## config.mk

```make
export PLATFORM = sky130hd
export DESIGN_NAME = cog_top
export DESIGN_NICKNAME = d
export VERILOG_FILES = /design/src/cog_pkg.sv /design/src/cog_gate.sv /design/src/cog_top.sv
export SDC_FILE = /design/constraint.sdc
export NUM_CORES = 1
export LEC_CHECK = 0
export BUFFER_PORTS_ARGS = -buffer_cell sky130_fd_sc_hd__buf_2
export CAP_MARGIN = 0
export CORE_ASPECT_RATIO = 2
export CORE_MARGIN = 3
export CORE_UTILIZATION = 35
export DETAILED_ROUTE_END_ITERATION = 6
export PLACE_DENSITY = 0.65
export SETUP_SLACK_MARGIN = 0.2
export SYNTH_ARGS = -nofsm -noshare
export SYNTH_HDL_FRONTEND = slang
export SYNTH_SLANG_ARGS = --single-unit
```

## constraint.sdc

```tcl
create_clock -name clk_i -period 2.5 [get_ports clk_i]
set_clock_uncertainty 0.15 [all_clocks]
set_input_delay 0.5 -clock clk_i [delete_from_list [all_inputs] [get_ports clk_i]]
set_output_delay 0.5 -clock clk_i [all_outputs]
set_load 0.01 [all_outputs]
```

## src/cog_pkg.sv

```systemverilog
package cog_pkg;
    // ----------------------------------------
    // Register map
    // ----------------------------------------
    localparam logic [7:0] CTRL_OFS = 8'h00;
    localparam logic [7:0] FREQ_OFS = 8'h04;
    localparam logic [7:0] STAT_OFS = 8'h08;
    localparam logic [7:0] WDOG_OFS = 8'h0C;
    localparam int CTRL_SW_SEL = 0;
    localparam int CTRL_WD_EN = 1;
    localparam int CTRL_RST_WD = 2;
    localparam int CTRL_RST_FREQ = 3;
    localparam int CTRL_KICK = 4;
    localparam int FREQ_W = 16;
    localparam logic [15:0] FREQ_RESET = 16'h0000;
    localparam logic [15:0] WDOG_RESET = 16'hFFFF;
    localparam int STRAP_W = 5;
    // ----------------------------------------
    // Timing
    // ----------------------------------------
    localparam int CLK_MHZ = 10;
    localparam int RST_PULSE_NS = 1000;
    localparam int RST_PULSE_CYC = (RST_PULSE_NS * CLK_MHZ + 999) / 1000;
    localparam int STRAP_SETTLE = 4;
    localparam int NUM_SLOT = 9;
    localparam int NUM_GFX = 3;
    localparam int NUM_REF = 3;
endpackage

```

## src/cog_gate.sv

```systemverilog
`timescale 1ns/1ps
// Glitch-free stop of one clock: the enable is taken only while the source is low.
module cog_gate (
    // Clock and reset
    input wire logic clk_i,
    input wire logic rst_i,
    // Source and control
    input wire logic src_i,
    input wire logic run_i,
    // Gated output
    output logic clk_o
);
    typedef struct packed {
        logic en;
        logic out;
    } cog_gate_s;
    cog_gate_s st_reg, st_next;

    always_comb begin
        st_next = st_reg;
        if (!src_i) begin
            st_next.en = run_i;
        end
        st_next.out = src_i & (src_i ? st_reg.en : run_i);
        if (!src_i) begin
            st_next.out = 1'b0;
        end
    end

    always_ff @(posedge clk_i) begin
        if (rst_i) begin
            st_reg <= '0;
        end else begin
            st_reg <= st_next;
        end
    end

    assign clk_o = st_reg.out;
endmodule

```

## src/cog_top.sv

```systemverilog
`timescale 1ns/1ps
// What this block does
// - Reference halt low stops reference, dual-rate and fixed 48 MHz outputs.
// - Slot halt low stops nine slot clocks and the early slot clock.
// - Free-running slot clock toggles once the straps are latched, ignoring the slot halt.
// - Graphics halt low stops all three graphics-port clocks.
// - Processor halt low stops both chipset differential clock outputs.
// - Graphics-port rate derives from five frequency straps, nominal 66 MHz.
// - Five frequency straps are read from shared clock output pins.
// - Rate strap on first slot pin picks 24 or 48 MHz dual-rate.
// - Fixed and dual-rate outputs carry no frequency modulation.
// - Watchdog expiry switches frequency to strap or software value.
// - Open-drain reset pulses after watchdog timeout or software frequency change.
// - Output frequency is programmable in steps below 1 MHz.
module cog_top
    import cog_pkg::*;
#(
    parameter int WDOG_W = 16
) (
    // Clock and reset
    input wire logic clk_i,
    input wire logic rst_i,
    // Wishbone slave
    input wire logic wb_cyc_i,
    input wire logic wb_stb_i,
    input wire logic wb_we_i,
    input wire logic [7:0] wb_adr_i,
    input wire logic [3:0] wb_sel_i,
    input wire logic [31:0] wb_dat_i,
    output logic [31:0] wb_dat_o,
    output logic wb_ack_o,
    // Clock sources from the synthesiser
    input wire logic ref_src_i,
    input wire logic usb_src_i,
    input wire logic half_src_i,
    input wire logic slot_src_i,
    input wire logic gfx_src_i,
    input wire logic cpu_src_i,
    input wire logic mod_src_i,
    // Halt inputs, active low
    input wire logic ref_halt_n_i,
    input wire logic slot_halt_n_i,
    input wire logic graphics_port_halt_n_i,
    input wire logic cpu_halt_n_i,
    // Strap levels seen on shared pins
    input wire logic [STRAP_W-1:0] freq_select_straps_i,
    input wire logic dual_rate_strap_n_i,
    // Clock outputs
    output logic [NUM_REF-1:0] reference_clks_o,
    output logic fixed_usb_clk_o,
    output logic dual_rate_clk_o,
    output logic free_slot_clk_o,
    output logic [NUM_SLOT-1:0] slot_clks_o,
    output logic early_slot_clk_o,
    output logic [NUM_GFX-1:0] graphics_port_clks_o,
    output logic chipset_clk_true_o,
    output logic chipset_clk_comp_o,
    // Strap pin direction, high while driving
    output logic strap_pins_oe_o,
    // Frequency selection to the synthesiser
    output logic [FREQ_W-1:0] freq_word_o,
    output logic [STRAP_W-1:0] gfx_rate_sel_o,
    output logic dual_rate_48_o,
    // Open-drain system reset
    output logic sys_rst_o,
    output logic sys_rst_oe_o
);
    import cog_pkg::*;

    typedef struct packed {
        logic ack;
        logic [31:0] dat;
        logic [4:0] ctrl;
        logic [FREQ_W-1:0] freq;
        logic [WDOG_W-1:0] wd_load;
        logic [WDOG_W-1:0] wd_cnt;
        logic wd_expired;
        logic [STRAP_W-1:0] straps;
        logic dual48;
        logic [2:0] settle;
        logic latched;
        logic [FREQ_W-1:0] active;
        logic [7:0] rst_cnt;
        logic oe;
    } cog_s;
    cog_s st_reg, st_next;

    function automatic logic wr_hit(input logic [7:0] ofs);
        wr_hit = wb_cyc_i && wb_stb_i && wb_we_i && !st_reg.ack && wb_adr_i == ofs;
    endfunction

    // ----------------------------------------
    // Registers, straps, watchdog, reset pulse
    // ----------------------------------------
    always_comb begin
        st_next = st_reg;
        st_next.ack = wb_cyc_i && wb_stb_i && !st_reg.ack;
        st_next.dat = 32'h0000_0000;
        unique case (wb_adr_i)
            CTRL_OFS: st_next.dat[4:0] = st_reg.ctrl;
            FREQ_OFS: st_next.dat[FREQ_W-1:0] = st_reg.freq;
            STAT_OFS: st_next.dat = {24'h00_0000, st_reg.dual48, st_reg.wd_expired, st_reg.latched, st_reg.straps};
            WDOG_OFS: st_next.dat[WDOG_W-1:0] = st_reg.wd_load;
            default: st_next.dat = 32'h0000_0000;
        endcase
        // Straps are read while the shared pins are released, then the pins drive clocks.
        if (!st_reg.latched) begin
            st_next.settle = st_reg.settle + 3'h1;
            if (st_reg.settle == 3'(STRAP_SETTLE)) begin
                st_next.straps = freq_select_straps_i;
                st_next.dual48 = !dual_rate_strap_n_i;
                st_next.latched = 1'b1;
                st_next.oe = 1'b1;
                st_next.active = {{(FREQ_W-STRAP_W){1'b0}}, freq_select_straps_i};
            end
        end
        if (wr_hit(CTRL_OFS) && wb_sel_i[0]) begin
            st_next.ctrl = wb_dat_i[4:0];
            st_next.ctrl[CTRL_KICK] = 1'b0;
        end
        if (wr_hit(WDOG_OFS)) begin
            st_next.wd_load = wb_dat_i[WDOG_W-1:0];
        end
        if (wr_hit(FREQ_OFS)) begin
            st_next.freq = wb_dat_i[FREQ_W-1:0];
            st_next.active = wb_dat_i[FREQ_W-1:0];
            if (st_reg.ctrl[CTRL_RST_FREQ]) begin
                st_next.rst_cnt = 8'(RST_PULSE_CYC);
            end
        end
        if (st_reg.ctrl[CTRL_WD_EN] && !st_reg.wd_expired) begin
            if (wr_hit(CTRL_OFS) && wb_dat_i[CTRL_KICK]) begin
                st_next.wd_cnt = st_reg.wd_load;
            end else if (st_reg.wd_cnt == '0) begin
                st_next.wd_expired = 1'b1;
                st_next.active = st_reg.ctrl[CTRL_SW_SEL] ? st_reg.freq
                    : {{(FREQ_W-STRAP_W){1'b0}}, st_reg.straps};
                if (st_reg.ctrl[CTRL_RST_WD]) begin
                    st_next.rst_cnt = 8'(RST_PULSE_CYC);
                end
            end else begin
                st_next.wd_cnt = st_reg.wd_cnt - 1'b1;
            end
        end else if (!st_reg.ctrl[CTRL_WD_EN]) begin
            st_next.wd_cnt = st_reg.wd_load;
            st_next.wd_expired = 1'b0;
        end
        if (st_reg.rst_cnt != 8'h00 && st_next.rst_cnt == st_reg.rst_cnt) begin
            st_next.rst_cnt = st_reg.rst_cnt - 8'h01;
        end
    end

    always_ff @(posedge clk_i) begin
        if (rst_i) begin
            st_reg <= '0;
            st_reg.freq <= FREQ_RESET;
            st_reg.wd_load <= WDOG_W'(WDOG_RESET);
            st_reg.wd_cnt <= WDOG_W'(WDOG_RESET);
        end else begin
            st_reg <= st_next;
        end
    end

    // ----------------------------------------
    // Output gating
    // ----------------------------------------
    logic half_or_full;
    assign half_or_full = st_reg.dual48 ? usb_src_i : half_src_i;

    logic [NUM_REF+NUM_SLOT+NUM_GFX+5:0] src_v, run_v, out_v;
    assign src_v = {{NUM_REF{ref_src_i}}, usb_src_i, half_or_full, {(NUM_SLOT+1){slot_src_i}},
        slot_src_i, {NUM_GFX{gfx_src_i}}, cpu_src_i, !cpu_src_i};
    assign run_v = {{(NUM_REF+2){ref_halt_n_i & st_reg.latched}},
        {(NUM_SLOT+1){slot_halt_n_i & st_reg.latched}},
        st_reg.latched,
        {NUM_GFX{graphics_port_halt_n_i}},
        {2{cpu_halt_n_i}}};

    genvar g;
    generate
        for (g = 0; g < NUM_REF + NUM_SLOT + NUM_GFX + 6; g++) begin : gen_gate
            cog_gate u_gate (
                .clk_i(clk_i),
                .rst_i(rst_i),
                .src_i(src_v[g]),
                .run_i(run_v[g]),
                .clk_o(out_v[g])
            );
        end
    endgenerate

    assign {reference_clks_o, fixed_usb_clk_o, dual_rate_clk_o, slot_clks_o, early_slot_clk_o,
        free_slot_clk_o, graphics_port_clks_o, chipset_clk_true_o, chipset_clk_comp_o} = out_v;

    logic unused_mod;
    assign unused_mod = mod_src_i;

    assign wb_ack_o = st_reg.ack;
    assign wb_dat_o = st_reg.dat;
    assign strap_pins_oe_o = st_reg.oe;
    assign freq_word_o = st_reg.active;
    assign gfx_rate_sel_o = st_reg.straps;
    assign dual_rate_48_o = st_reg.dual48;
    assign sys_rst_o = 1'b0;
    assign sys_rst_oe_o = st_reg.rst_cnt != 8'h00;
endmodule

```

==> results of run 1 <==
-- power groups by stage --
stage / Clock, mW / Combinational (mW) / Sequential (mW)
after floorplan: 0 / 0.425 / 2.16
after global placement: 0 / 0.548 / 2.18
after detailed placement: 0 / 0.556 / 2.18
after CTS: 2.54 / 0.574 / 2.14
after global routing: 2.63 / 0.652 / 2.16
final: 2.50 / 0.572 / 2.15
-- metrics by stage --
step,setup TNS (ns),area [um2],instances,setup WS [ns],util
global route,0,6980,994,0.184,0.429
global placement,0,6330,961,0.00378,0.389
finish,0,6980,994,0.287,0.429
detailed placement,-0.0125,6330,961,-0.00663,0.389
CTS,0,6940,993,0.200,0.427
floorplan,0,5890,719,0.296,-
-- worst min path at each step --
stage               depth (start not counted)                        end  slack, ns
detailed placement                          2  gen_gate[13].u_gate.clk_o       0.29
finish                                      2             dual_rate_48_o       0.11
CTS                                         2             dual_rate_48_o       0.09
floorplan                                   2  gen_gate[13].u_gate.clk_o       0.27
global placement                            2  gen_gate[17].u_gate.clk_o       0.28
global route                                2             dual_rate_48_o       0.11
-- what timing repair did --
action,CTS,global route
hold endpoints to repair,0,0
gates resized for setup,4,6
setup endpoints to repair,15,29
pin swaps,0,1
-- logic make-up (layout without fill, tap and decap cells) --
group / Yosys count / in the layout / synth area share
compound gates: 118 / 118 / 0.126
xor+xnor: 5 / 5 / 0.00752
fa+ha+maj: 5 / 5 / 0.0107
buf+inv: 117 / 187 / 0.121
flops: 125 / 125 / 0.429
mux: 32 / 32 / 0.0657
other cells: 1 / 18 / 0.000643
simple gates: 300 / 300 / 0.239
-- synthesized netlist by cell type (5+ instances only) --
cell type,count,area [um2]
nor2b_1,10,62.6
a22oi_1,5,37.5
nor4_1,6,37.5
mux2_2,10,113
and3_1,6,37.5
o21ai_0,17,85.1
nor3_1,15,75.1
dfxtp_1,125,2500
and2_1,6,37.5
nand4_1,5,31.3
nor2_1,75,282
clkbuf_1,31,116
ha_1,5,62.6
inv_1,8,30.0
buf_2,6,30.0
a32oi_1,6,52.6
nand3_1,42,210
nor3b_1,5,37.5
a31oi_1,13,81.3
buf_4,69,518
o211ai_1,7,52.6
nand2_1,111,417
mux2i_1,18,180
a21oi_1,48,240
-- per-layer routing --
layer	up-vias	part of all wire
met2	160	0.55
met3	40	0.048
met5	-	0
met1	2374	0.36
li1	2485	-
met4	0	0.042
-- final cells by class --
| class | count | area [um2] | share of cell area |
|---|---|---|---|
| diodes | 1 | 2.50 | 0.000358 |
| repair buffers | 147 | 868 | 0.124 |
| well taps | 204 | 255 | 0.0366 |
| inverters | 8 | 30.0 | 0.00430 |
| flip-flops and latches | 125 | 2500 | 0.358 |
| clock buffers | 25 | 485 | 0.0695 |
| clock inverters | 7 | 110 | 0.0158 |
| multi-input cells | 477 | 2730 | 0.391 |
==> flow_metrics.tcl, run 1 <==
set metrics [dict create \
    min_period_over_period 0.885 \
    power.sequential.fraction 0.412 \
    final_layout_size_suffix_gt1_frac 0.253 \
    worst_ep_required_time_ns 2.63 \
    cts_buffer_depth 2 \
    htree_levels 4 \
    unrepaired_setup_endpoints_after_global_routing "true" \
    worstMarginPinSlew_ns 0.565 \
    post_cts_hold_buffers 0 \
    drt.antenna.violating_nets 0 \
    layout.nets 847 \
    cp_slowest_stage_delay_ns 0.32 \
    most_frequent_standard_cell_in_the_layout_excluding_fill_and_tap_cells "dfxtp_1" \
    yosys_warnings 0 \
    crit_path_end_kind "register" \
    layout.filler_cells 1647 \
    drt_pass1_iterations 6 \
    io_buffer_count 107 \
    die_area_um2 18300 \
    initialDrtViolationCount 299 \
    via_per_inst 5.09 \
    largest_register_ff_count 64 \
    combinationalPowerShare 0.110 \
    number_of_cts_inserted_buffers 17 \
    clock_slew_seen_by_the_registers_of_the_worst_setup_and_hold_paths_ns 0.05 \
    total_power_mw 5.22 \
    max_capacitance_violation_total 0 \
    worstSetupEndpoint "freq_word_o[8]" \
    die-height_um 188 \
    gr_peak_layer "met2" \
    timing_hold_violations_final 0 \
    synthesis.area_per_instance_um2 8.29 \
    vias_in_the_first_global_route 5160 \
    cells_traversed_along_the_worst_timing_path "inv_1, ha_1, nor4b_2, and4_1, buf_4, and3_1, buf_8, a21oi_1, a31oi_1, nor2_1" \
    cts.sink_count 125 \
    route.detailed.drc 0 \
    rr_startpoint "st_reg[37]" \
    synth_edf_count 0 \
    async_flop_share 0 \
    crit_path_start "st_reg[37]" \
    initial_utilization 0.358 \
    ys.flop_type "dfxtp_1" \
    tritoncts "yes" \
    dieWidth_um 97.2 \
    peakVddDrop_mv 0.496 \
    syn-cell-area_um2 5830 \
    place_hpwl_mm 11.8 \
    hp-start "dual_rate_strap_n_i" \
    postSynthCellCount 703 \
    worst_path_max_delay_cell "dfxtp_1" \
    cp-start-kind "register" \
    clockRootBuffer "clkbuf_16" \
    slew_headroom 0.622 \
    whs_ns 0.108 \
    critPathTopFamily "simple AND/OR/NAND/NOR gates" \
    antenna_found_initial 1 \
    worst_hold_class "in -> reg" \
    timing.critical_path.depth 10 \
    finalWorstPathRequiredPeriod_ns 2.21 \
    path_class "reg -> reg" \
    grt_overflow 0 \
    worst_r2r_path_depth 10 \
    final_routed_wire_length_divided_by_cell_count_um 16.1 \
    seq_area_frac_synth 0.429 \
    clock_power_share 0.479 \
    crit-reg2reg-capture "freq_word_o[8]" \
    leakagePower_nw 3.10 \
    finalWeightedCongestion 0.893 \
    grt_max_degree 90 \
    global_route_wire_length_before_repair_mm 25.8 \
    arrival_worst_endpoint_ns 2.35 \
    power.switching_mw 1.25 \
    via_count 5059 \
    switching_share 0.240 \
    detail_route.wirelength_mm 16.0 \
    core_um2 16300 \
    grtUsageMet3 0.0378 \
    placementRows 66 \
    area_growth_syn_to_layout_pct 19.8 \
    groute.layer.met1.usage 0.177 \
    post-cts-setup-buffers 0 \
    top_level_ports 145 \
    finalSetupViolations 0 \
    global_route.usage.total 0.177 \
    internal-power_mw 3.97 \
    cp_max_fo 21 \
    yosys_register_bits 125 \
    cp_num_buf_inv 3 \
    clk_latency_ns 0.41 \
    power-per-cell-area_nw_per_um2 747 \
    number_of_library_cell_types_mapped_by_synthesis 52 \
    outcome "finished, final reports clean" \
    commonest_cells_after_routing_fill_and_taps_aside "dfxtp_1 (125), nand2_1 (111), buf_2 (107)" \
    timing.fmax_mhz 452 \
    report.final.slew_viol_count 0 \
    reg2reg_slack_ns 0.29 \
    globalRouteMet2Util 0.331 \
]
(Power assumes the default switching activity.)
==> inputs of run 2 (changes only) <==
==> constraint.sdc (replaced) <==
create_clock -name clk_i -period 2.8 [get_ports clk_i]
set_clock_uncertainty 0.15 [all_clocks]
set_input_delay 0.56 -clock clk_i [delete_from_list [all_inputs] [get_ports clk_i]]
set_output_delay 0.56 -clock clk_i [all_outputs]
set_load 0.01 [all_outputs]
==> run 2 against run 1 <==
Compared with the run above:
- setup slack better by 0.12 ns
- critical path depth is 2 lower
- core utilization is 1.1 points lower
- clock power is 14% lower
- flip-flop and latch count stayed put
- global-route usage is 0.43 points lower
- critical path type unchanged
- largest cell class unchanged
- largest power group unchanged
- highest routed layer unchanged
==> flow_metrics.tcl, run 2 (synthesis gave the netlist of run 1 again) <==
set metrics [dict create \
    cp-start-kind "register" \
    placementRows 66 \
    route.detailed.drc 0 \
    finalSetupViolations 0 \
    peakVddDrop_mv 0.422 \
    drt_pass1_iterations 5 \
    layout.filler_cells 1638 \
    power.switching_mw 1.14 \
    report.final.slew_viol_count 0 \
    area_growth_syn_to_layout_pct 16.8 \
    final_routed_wire_length_divided_by_cell_count_um 16.0 \
    commonest_cells_after_routing_fill_and_taps_aside "dfxtp_1 (125), nand2_1 (111), buf_2 (107)" \
    clock_power_share 0.473 \
    hold_path_depth 2 \
    clockRootBuffer "clkbuf_16" \
    post-cts-setup-buffers 0 \
    reg2reg_slack_ns 0.40 \
    via_count 5017 \
    largest_register_ff_count 64 \
    grt_overflow 0 \
    gr_peak_layer "met2" \
    hp-start "dual_rate_strap_n_i" \
    finalWorstPathRequiredPeriod_ns 2.40 \
    clk_latency_ns 0.42 \
    io_buffer_count 107 \
    global_route_wire_length_before_repair_mm 25.1 \
    globalRouteMet2Util 0.323 \
    power-per-cell-area_nw_per_um2 669 \
    htree_levels 4 \
    path_class "reg -> reg" \
    place_hpwl_mm 11.2 \
    rr_startpoint "st_reg[36]" \
    detail_route.wirelength_mm 15.6 \
    setup_total_negative_slack_ns 0 \
    leakagePower_nw 2.98 \
    dieWidth_um 97.2 \
    vias_in_the_first_global_route 4963 \
    finalWeightedCongestion 0.858 \
    crit-reg2reg-capture "st_reg[45]" \
    layout.nets 830 \
    worstMarginPinSlew_ns 0.840 \
    worst_r2r_path_depth 8 \
    via_per_inst 5.14 \
    cts.sink_count 125 \
    internal-power_mw 3.41 \
    max_capacitance_violation_total 0 \
    cp_max_fo 9 \
    most_frequent_standard_cell_in_the_layout_excluding_fill_and_tap_cells "dfxtp_1" \
    antenna_found_initial 0 \
    tritoncts "yes" \
    worst_hold_class "in -> reg" \
    top_level_ports 145 \
    number_of_cts_inserted_buffers 17 \
    global_route.usage.total 0.173 \
    timing.fmax_mhz 417 \
    hold_path_end "dual_rate_48_o" \
    final_util 0.419 \
    arrival_worst_endpoint_ns 2.54 \
    grtUsageMet3 0.0419 \
    outcome "finished, final reports clean" \
    core_um2 16300 \
    grt_max_degree 90 \
    combinationalPowerShare 0.108 \
    power.sequential.fraction 0.420 \
    clock_slew_seen_by_the_registers_of_the_worst_setup_and_hold_paths_ns 0.05 \
    die-height_um 188 \
    slew_headroom 0.439 \
    switching_share 0.251 \
    groute.layer.met1.usage 0.180 \
    initialDrtViolationCount 323 \
    worst_ep_required_time_ns 2.95 \
    total_power_mw 4.56 \
    timing_hold_violations_final 0 \
    die_area_um2 18300 \
    final_layout_size_suffix_gt1_frac 0.237 \
    drt.antenna.violating_nets 0 \
    min_period_over_period 0.856 \
    unrepaired_setup_endpoints_after_global_routing "true" \
    cts_buffer_depth 2 \
    initial_utilization 0.358 \
    crit_path_end_kind "register" \
]
-- run 2: final cells by class --
cell class	instances	area, um2	share of cell area
multi-input combinational	477	2700	0.396
sequential	125	2500	0.368
timing repair buffer	130	746	0.110
clock buffer	21	460	0.0676
tap	204	255	0.0375
clock inverter	11	118	0.0173
inverter	8	30.0	0.00441
antenna	1	2.50	0.000368
-- run 2: per-stage QoR --
step | area, um2 | hold slack (ns) | setup WS (ns) | std cells
after floorplan | 5890 | 0.268 | 0.536 | 719
after global placement | 6210 | 0.283 | 0.165 | 944
after detailed placement | 6210 | 0.291 | 0.120 | 944
after CTS | 6790 | 0.157 | 0.227 | 976
after global routing | 6810 | 0.169 | 0.193 | 976
final | 6810 | 0.175 | 0.404 | 977
-- run 2: worst max path at each step --
stage                            from            to  slack [ns]  depth (start not counted)
after global placement    wb_dat_i[4]    st_reg[45]        0.16                          7
after detailed placement  wb_dat_i[4]    st_reg[45]        0.12                          7
after global routing        st_reg[7]  sys_rst_oe_o        0.19                          3
after floorplan           wb_adr_i[1]    st_reg[36]        0.54                          8
after CTS                   st_reg[6]  sys_rst_oe_o        0.23                          3
final                      st_reg[36]    st_reg[45]        0.40                          8
-- run 2: repair_timing --
item,4_1_cts,5_1_grt
resized for setup,0,3
setup endpoints to repair,0,8
hold buffers,0,0
-- run 2: worst max-delay path, cell delays in order (launching register included) --
cell and delay, ns:
dfxtp_1 0.40, inv_1 0.09, ha_1 0.24, nor4b_1 0.15, and4_1 0.26, a21oi_1 0.19
nand2b_2 0.27, o21ai_0 0.16, a221o_1 0.36
-- run 2: power groups by stage --
stage / clock, mW / combinational (mW) / sequential, mW
global placement: 0 / 0.485 / 1.95
floorplan: 0 / 0.379 / 1.93
finish: 2.15 / 0.490 / 1.91
global route: 2.28 / 0.563 / 1.92
detailed placement: 0 / 0.491 / 1.95
CTS: 2.19 / 0.494 / 1.91
-- run 2: per-layer routing --
layer,part of all wire,vias up
met3,0.057,36
met4,0.033,0
met2,0.54,172
met1,0.37,2357
li1,-,2452
met5,0,-
==> inputs of run 3 (changes only) <==
--- a/config.mk
+++ b/config.mk
@@ -10,8 +10,10 @@
 export CORE_ASPECT_RATIO = 2
 export CORE_MARGIN = 3
 export CORE_UTILIZATION = 35
+export CTS_BUF_LIST = sky130_fd_sc_hd__clkbuf_16
 export DETAILED_ROUTE_END_ITERATION = 6
 export PLACE_DENSITY = 0.65
+export RECOVER_POWER = 25
 export SETUP_SLACK_MARGIN = 0.2
 export SYNTH_ARGS = -nofsm -noshare
 export SYNTH_HDL_FRONTEND = slang
==> run 3 against run 2 <==
Compared with the run above:
- the flow now finishes with violations (capacitance limit, slew limit)
- wire length increased by 0.53%
- flip-flop and latch count unchanged
- clock power decreased by 3%
- worst hold slack improved by 0.00053 ns
- count of clock-buffer cells in the layout decreased by 4
- register-to-register slack got worse by 0.04 ns
- critical path depth increased by 1
==> flow_metrics.tcl, run 3 (synthesis gave the netlist of run 1 again) <==
set metrics [dict create \
    outcome "finished with violations" \
    violated_checks "capacitance limit, slew limit" \
    worstMarginPinSlew_ns 1.90 \
    path_class "reg -> reg" \
    most_frequent_standard_cell_in_the_layout_excluding_fill_and_tap_cells "dfxtp_1" \
    whs_ns 0.175 \
    grt_max_degree 90 \
    crit_path_start "st_reg[36]" \
    dieWidth_um 97.2 \
    io_buffer_count 107 \
    rr_startpoint "st_reg[36]" \
    finalWorstPathRequiredPeriod_ns 2.43 \
    leakagePower_nw 2.88 \
    commonest_cells_after_routing_fill_and_taps_aside "dfxtp_1 (125), nand2_1 (111), buf_2 (87)" \
    global_route.usage.total 0.173 \
    layout.filler_cells 1657 \
    global_route_wire_length_before_repair_mm 25.1 \
    route.detailed.drc 0 \
    largest_register_ff_count 64 \
    hp-start "dual_rate_strap_n_i" \
    arrival_worst_endpoint_ns 2.51 \
    drt.antenna.violating_nets 0 \
    htree_levels 4 \
    layout.nets 830 \
    cts_buffer_depth 2 \
    top_level_ports 145 \
    crit_path_end_kind "register" \
    number_of_cts_inserted_buffers 17 \
    max_capacitance_violation_total 2 \
    slew_headroom -0.267 \
    antenna_found_initial 0 \
    cp_max_fo 9 \
    min_period_over_period 0.868 \
    clockRootBuffer "clkbuf_16" \
    core_um2 16300 \
    non_filler_instance_count_after_layout 977 \
    grt_overflow 0 \
    clock_slew_seen_by_the_registers_of_the_worst_setup_and_hold_paths_ns 0.06 \
    worst_ep_required_time_ns 2.87 \
    timing.fmax_mhz 411 \
    preCtsSetupSlack_ns 0.120 \
    worst_hold_class "in -> reg" \
    smallest_setup_slack_after_layout_ns 0.368 \
    area_growth_syn_to_layout_pct 15.7 \
    place_hpwl_mm 11.2 \
    unrepaired_setup_endpoints_after_global_routing "true" \
    timing_hold_violations_final 0 \
    vias_in_the_first_global_route 4964 \
    final_routed_wire_length_divided_by_cell_count_um 16.1 \
    setup_total_negative_slack_ns 0 \
    finalWeightedCongestion 0.858 \
    die_area_um2 18300 \
    reg2reg_slack_ns 0.37 \
    cts.sink_count 125 \
    drt_pass1_iterations 5 \
    report.final.slew_viol_count 119 \
    initial_utilization 0.358 \
    placementRows 66 \
    finalSetupViolations 0 \
    tritoncts "yes" \
    via_count 5033 \
    die-height_um 188 \
    final_layout_size_suffix_gt1_frac 0.207 \
    power-per-cell-area_nw_per_um2 665 \
    placedCellCount 944 \
    initialDrtViolationCount 320 \
    cp-start-kind "register" \
    detail_route.wirelength_mm 15.7 \
    peakVddDrop_mv 0.421 \
    via_per_inst 5.15 \
    clk_latency_ns 0.42 \
]
run 3: changes by cell type in the layout (fill, tap and decap cells not counted), moves of 2 or more:
cell / before / now
clkbuf_1: 2 / 21
inv_1: 8 / 10
and2_1: 6 / 3
clkbuf_8: 2 / 0
and2_0: 0 / 3
clkinv_1: 0 / 2
buf_2: 107 / 87
run 3: where the power goes:
group	internal [mW]	switching (mW)
combinational	0.217	0.269
clock	1.29	0.803
sequential	1.84	0.0681
run 3: critical path, cell delays in order, from the launching register on:
cell      delay (ns)
dfxtp_1         0.35
inv_1           0.10
ha_1            0.19
nor4b_1         0.23
and4_1          0.32
a21oi_1         0.10
nand2b_2        0.29
buf_4           0.19
a211oi_1        0.25
a31oi_1         0.07
run 3: per-stage QoR:
| stage | power, mW | utilization | area, um2 |
|---|---|---|---|
| after floorplan | 2.31 | - | 5890 |
| after global placement | 2.43 | 0.382 | 6210 |
| after detailed placement | 2.44 | 0.382 | 6210 |
| after CTS | 4.53 | 0.416 | 6770 |
| after global routing | 4.69 | 0.414 | 6740 |
| final | 4.49 | 0.415 | 6750 |
run 3: cell type report:
cell class | instances | area, um2 | share of cell area
antenna | 1 | 2.50 | 0.000371
clock buffer | 17 | 425 | 0.0631
sequential | 125 | 2500 | 0.371
multi-input combinational | 477 | 2700 | 0.400
clock inverter | 15 | 133 | 0.0197
inverter | 8 | 30.0 | 0.00445
tap | 204 | 255 | 0.0378
timing repair buffer | 130 | 702 | 0.104
run 3: final timing paths:
kind | end | depth (start not counted)
worst min-delay path | dual_rate_48_o | 2
worst max register to register | st_reg[50] | 9
worst max-delay path | st_reg[50] | 9
worst min register to register | gen_gate[17].u_gate.clk_o | 2
run 3: what timing repair did:
action	in CTS	in global routing
setup buffers	0	0
hold buffers	0	0
endpoints found under the setup margin	0	8
resized for setup	0	3
run 3: metal layers:
layer | vias up | routed length (um) | GRT usage
li1 | 2449 | - | -
met1 | 2357 | 5760 | 0.180
met2 | 190 | 8450 | 0.323
met3 | 37 | 938 | 0.0419
met4 | 0 | 549 | 0.0789
met5 | - | 0 | 0
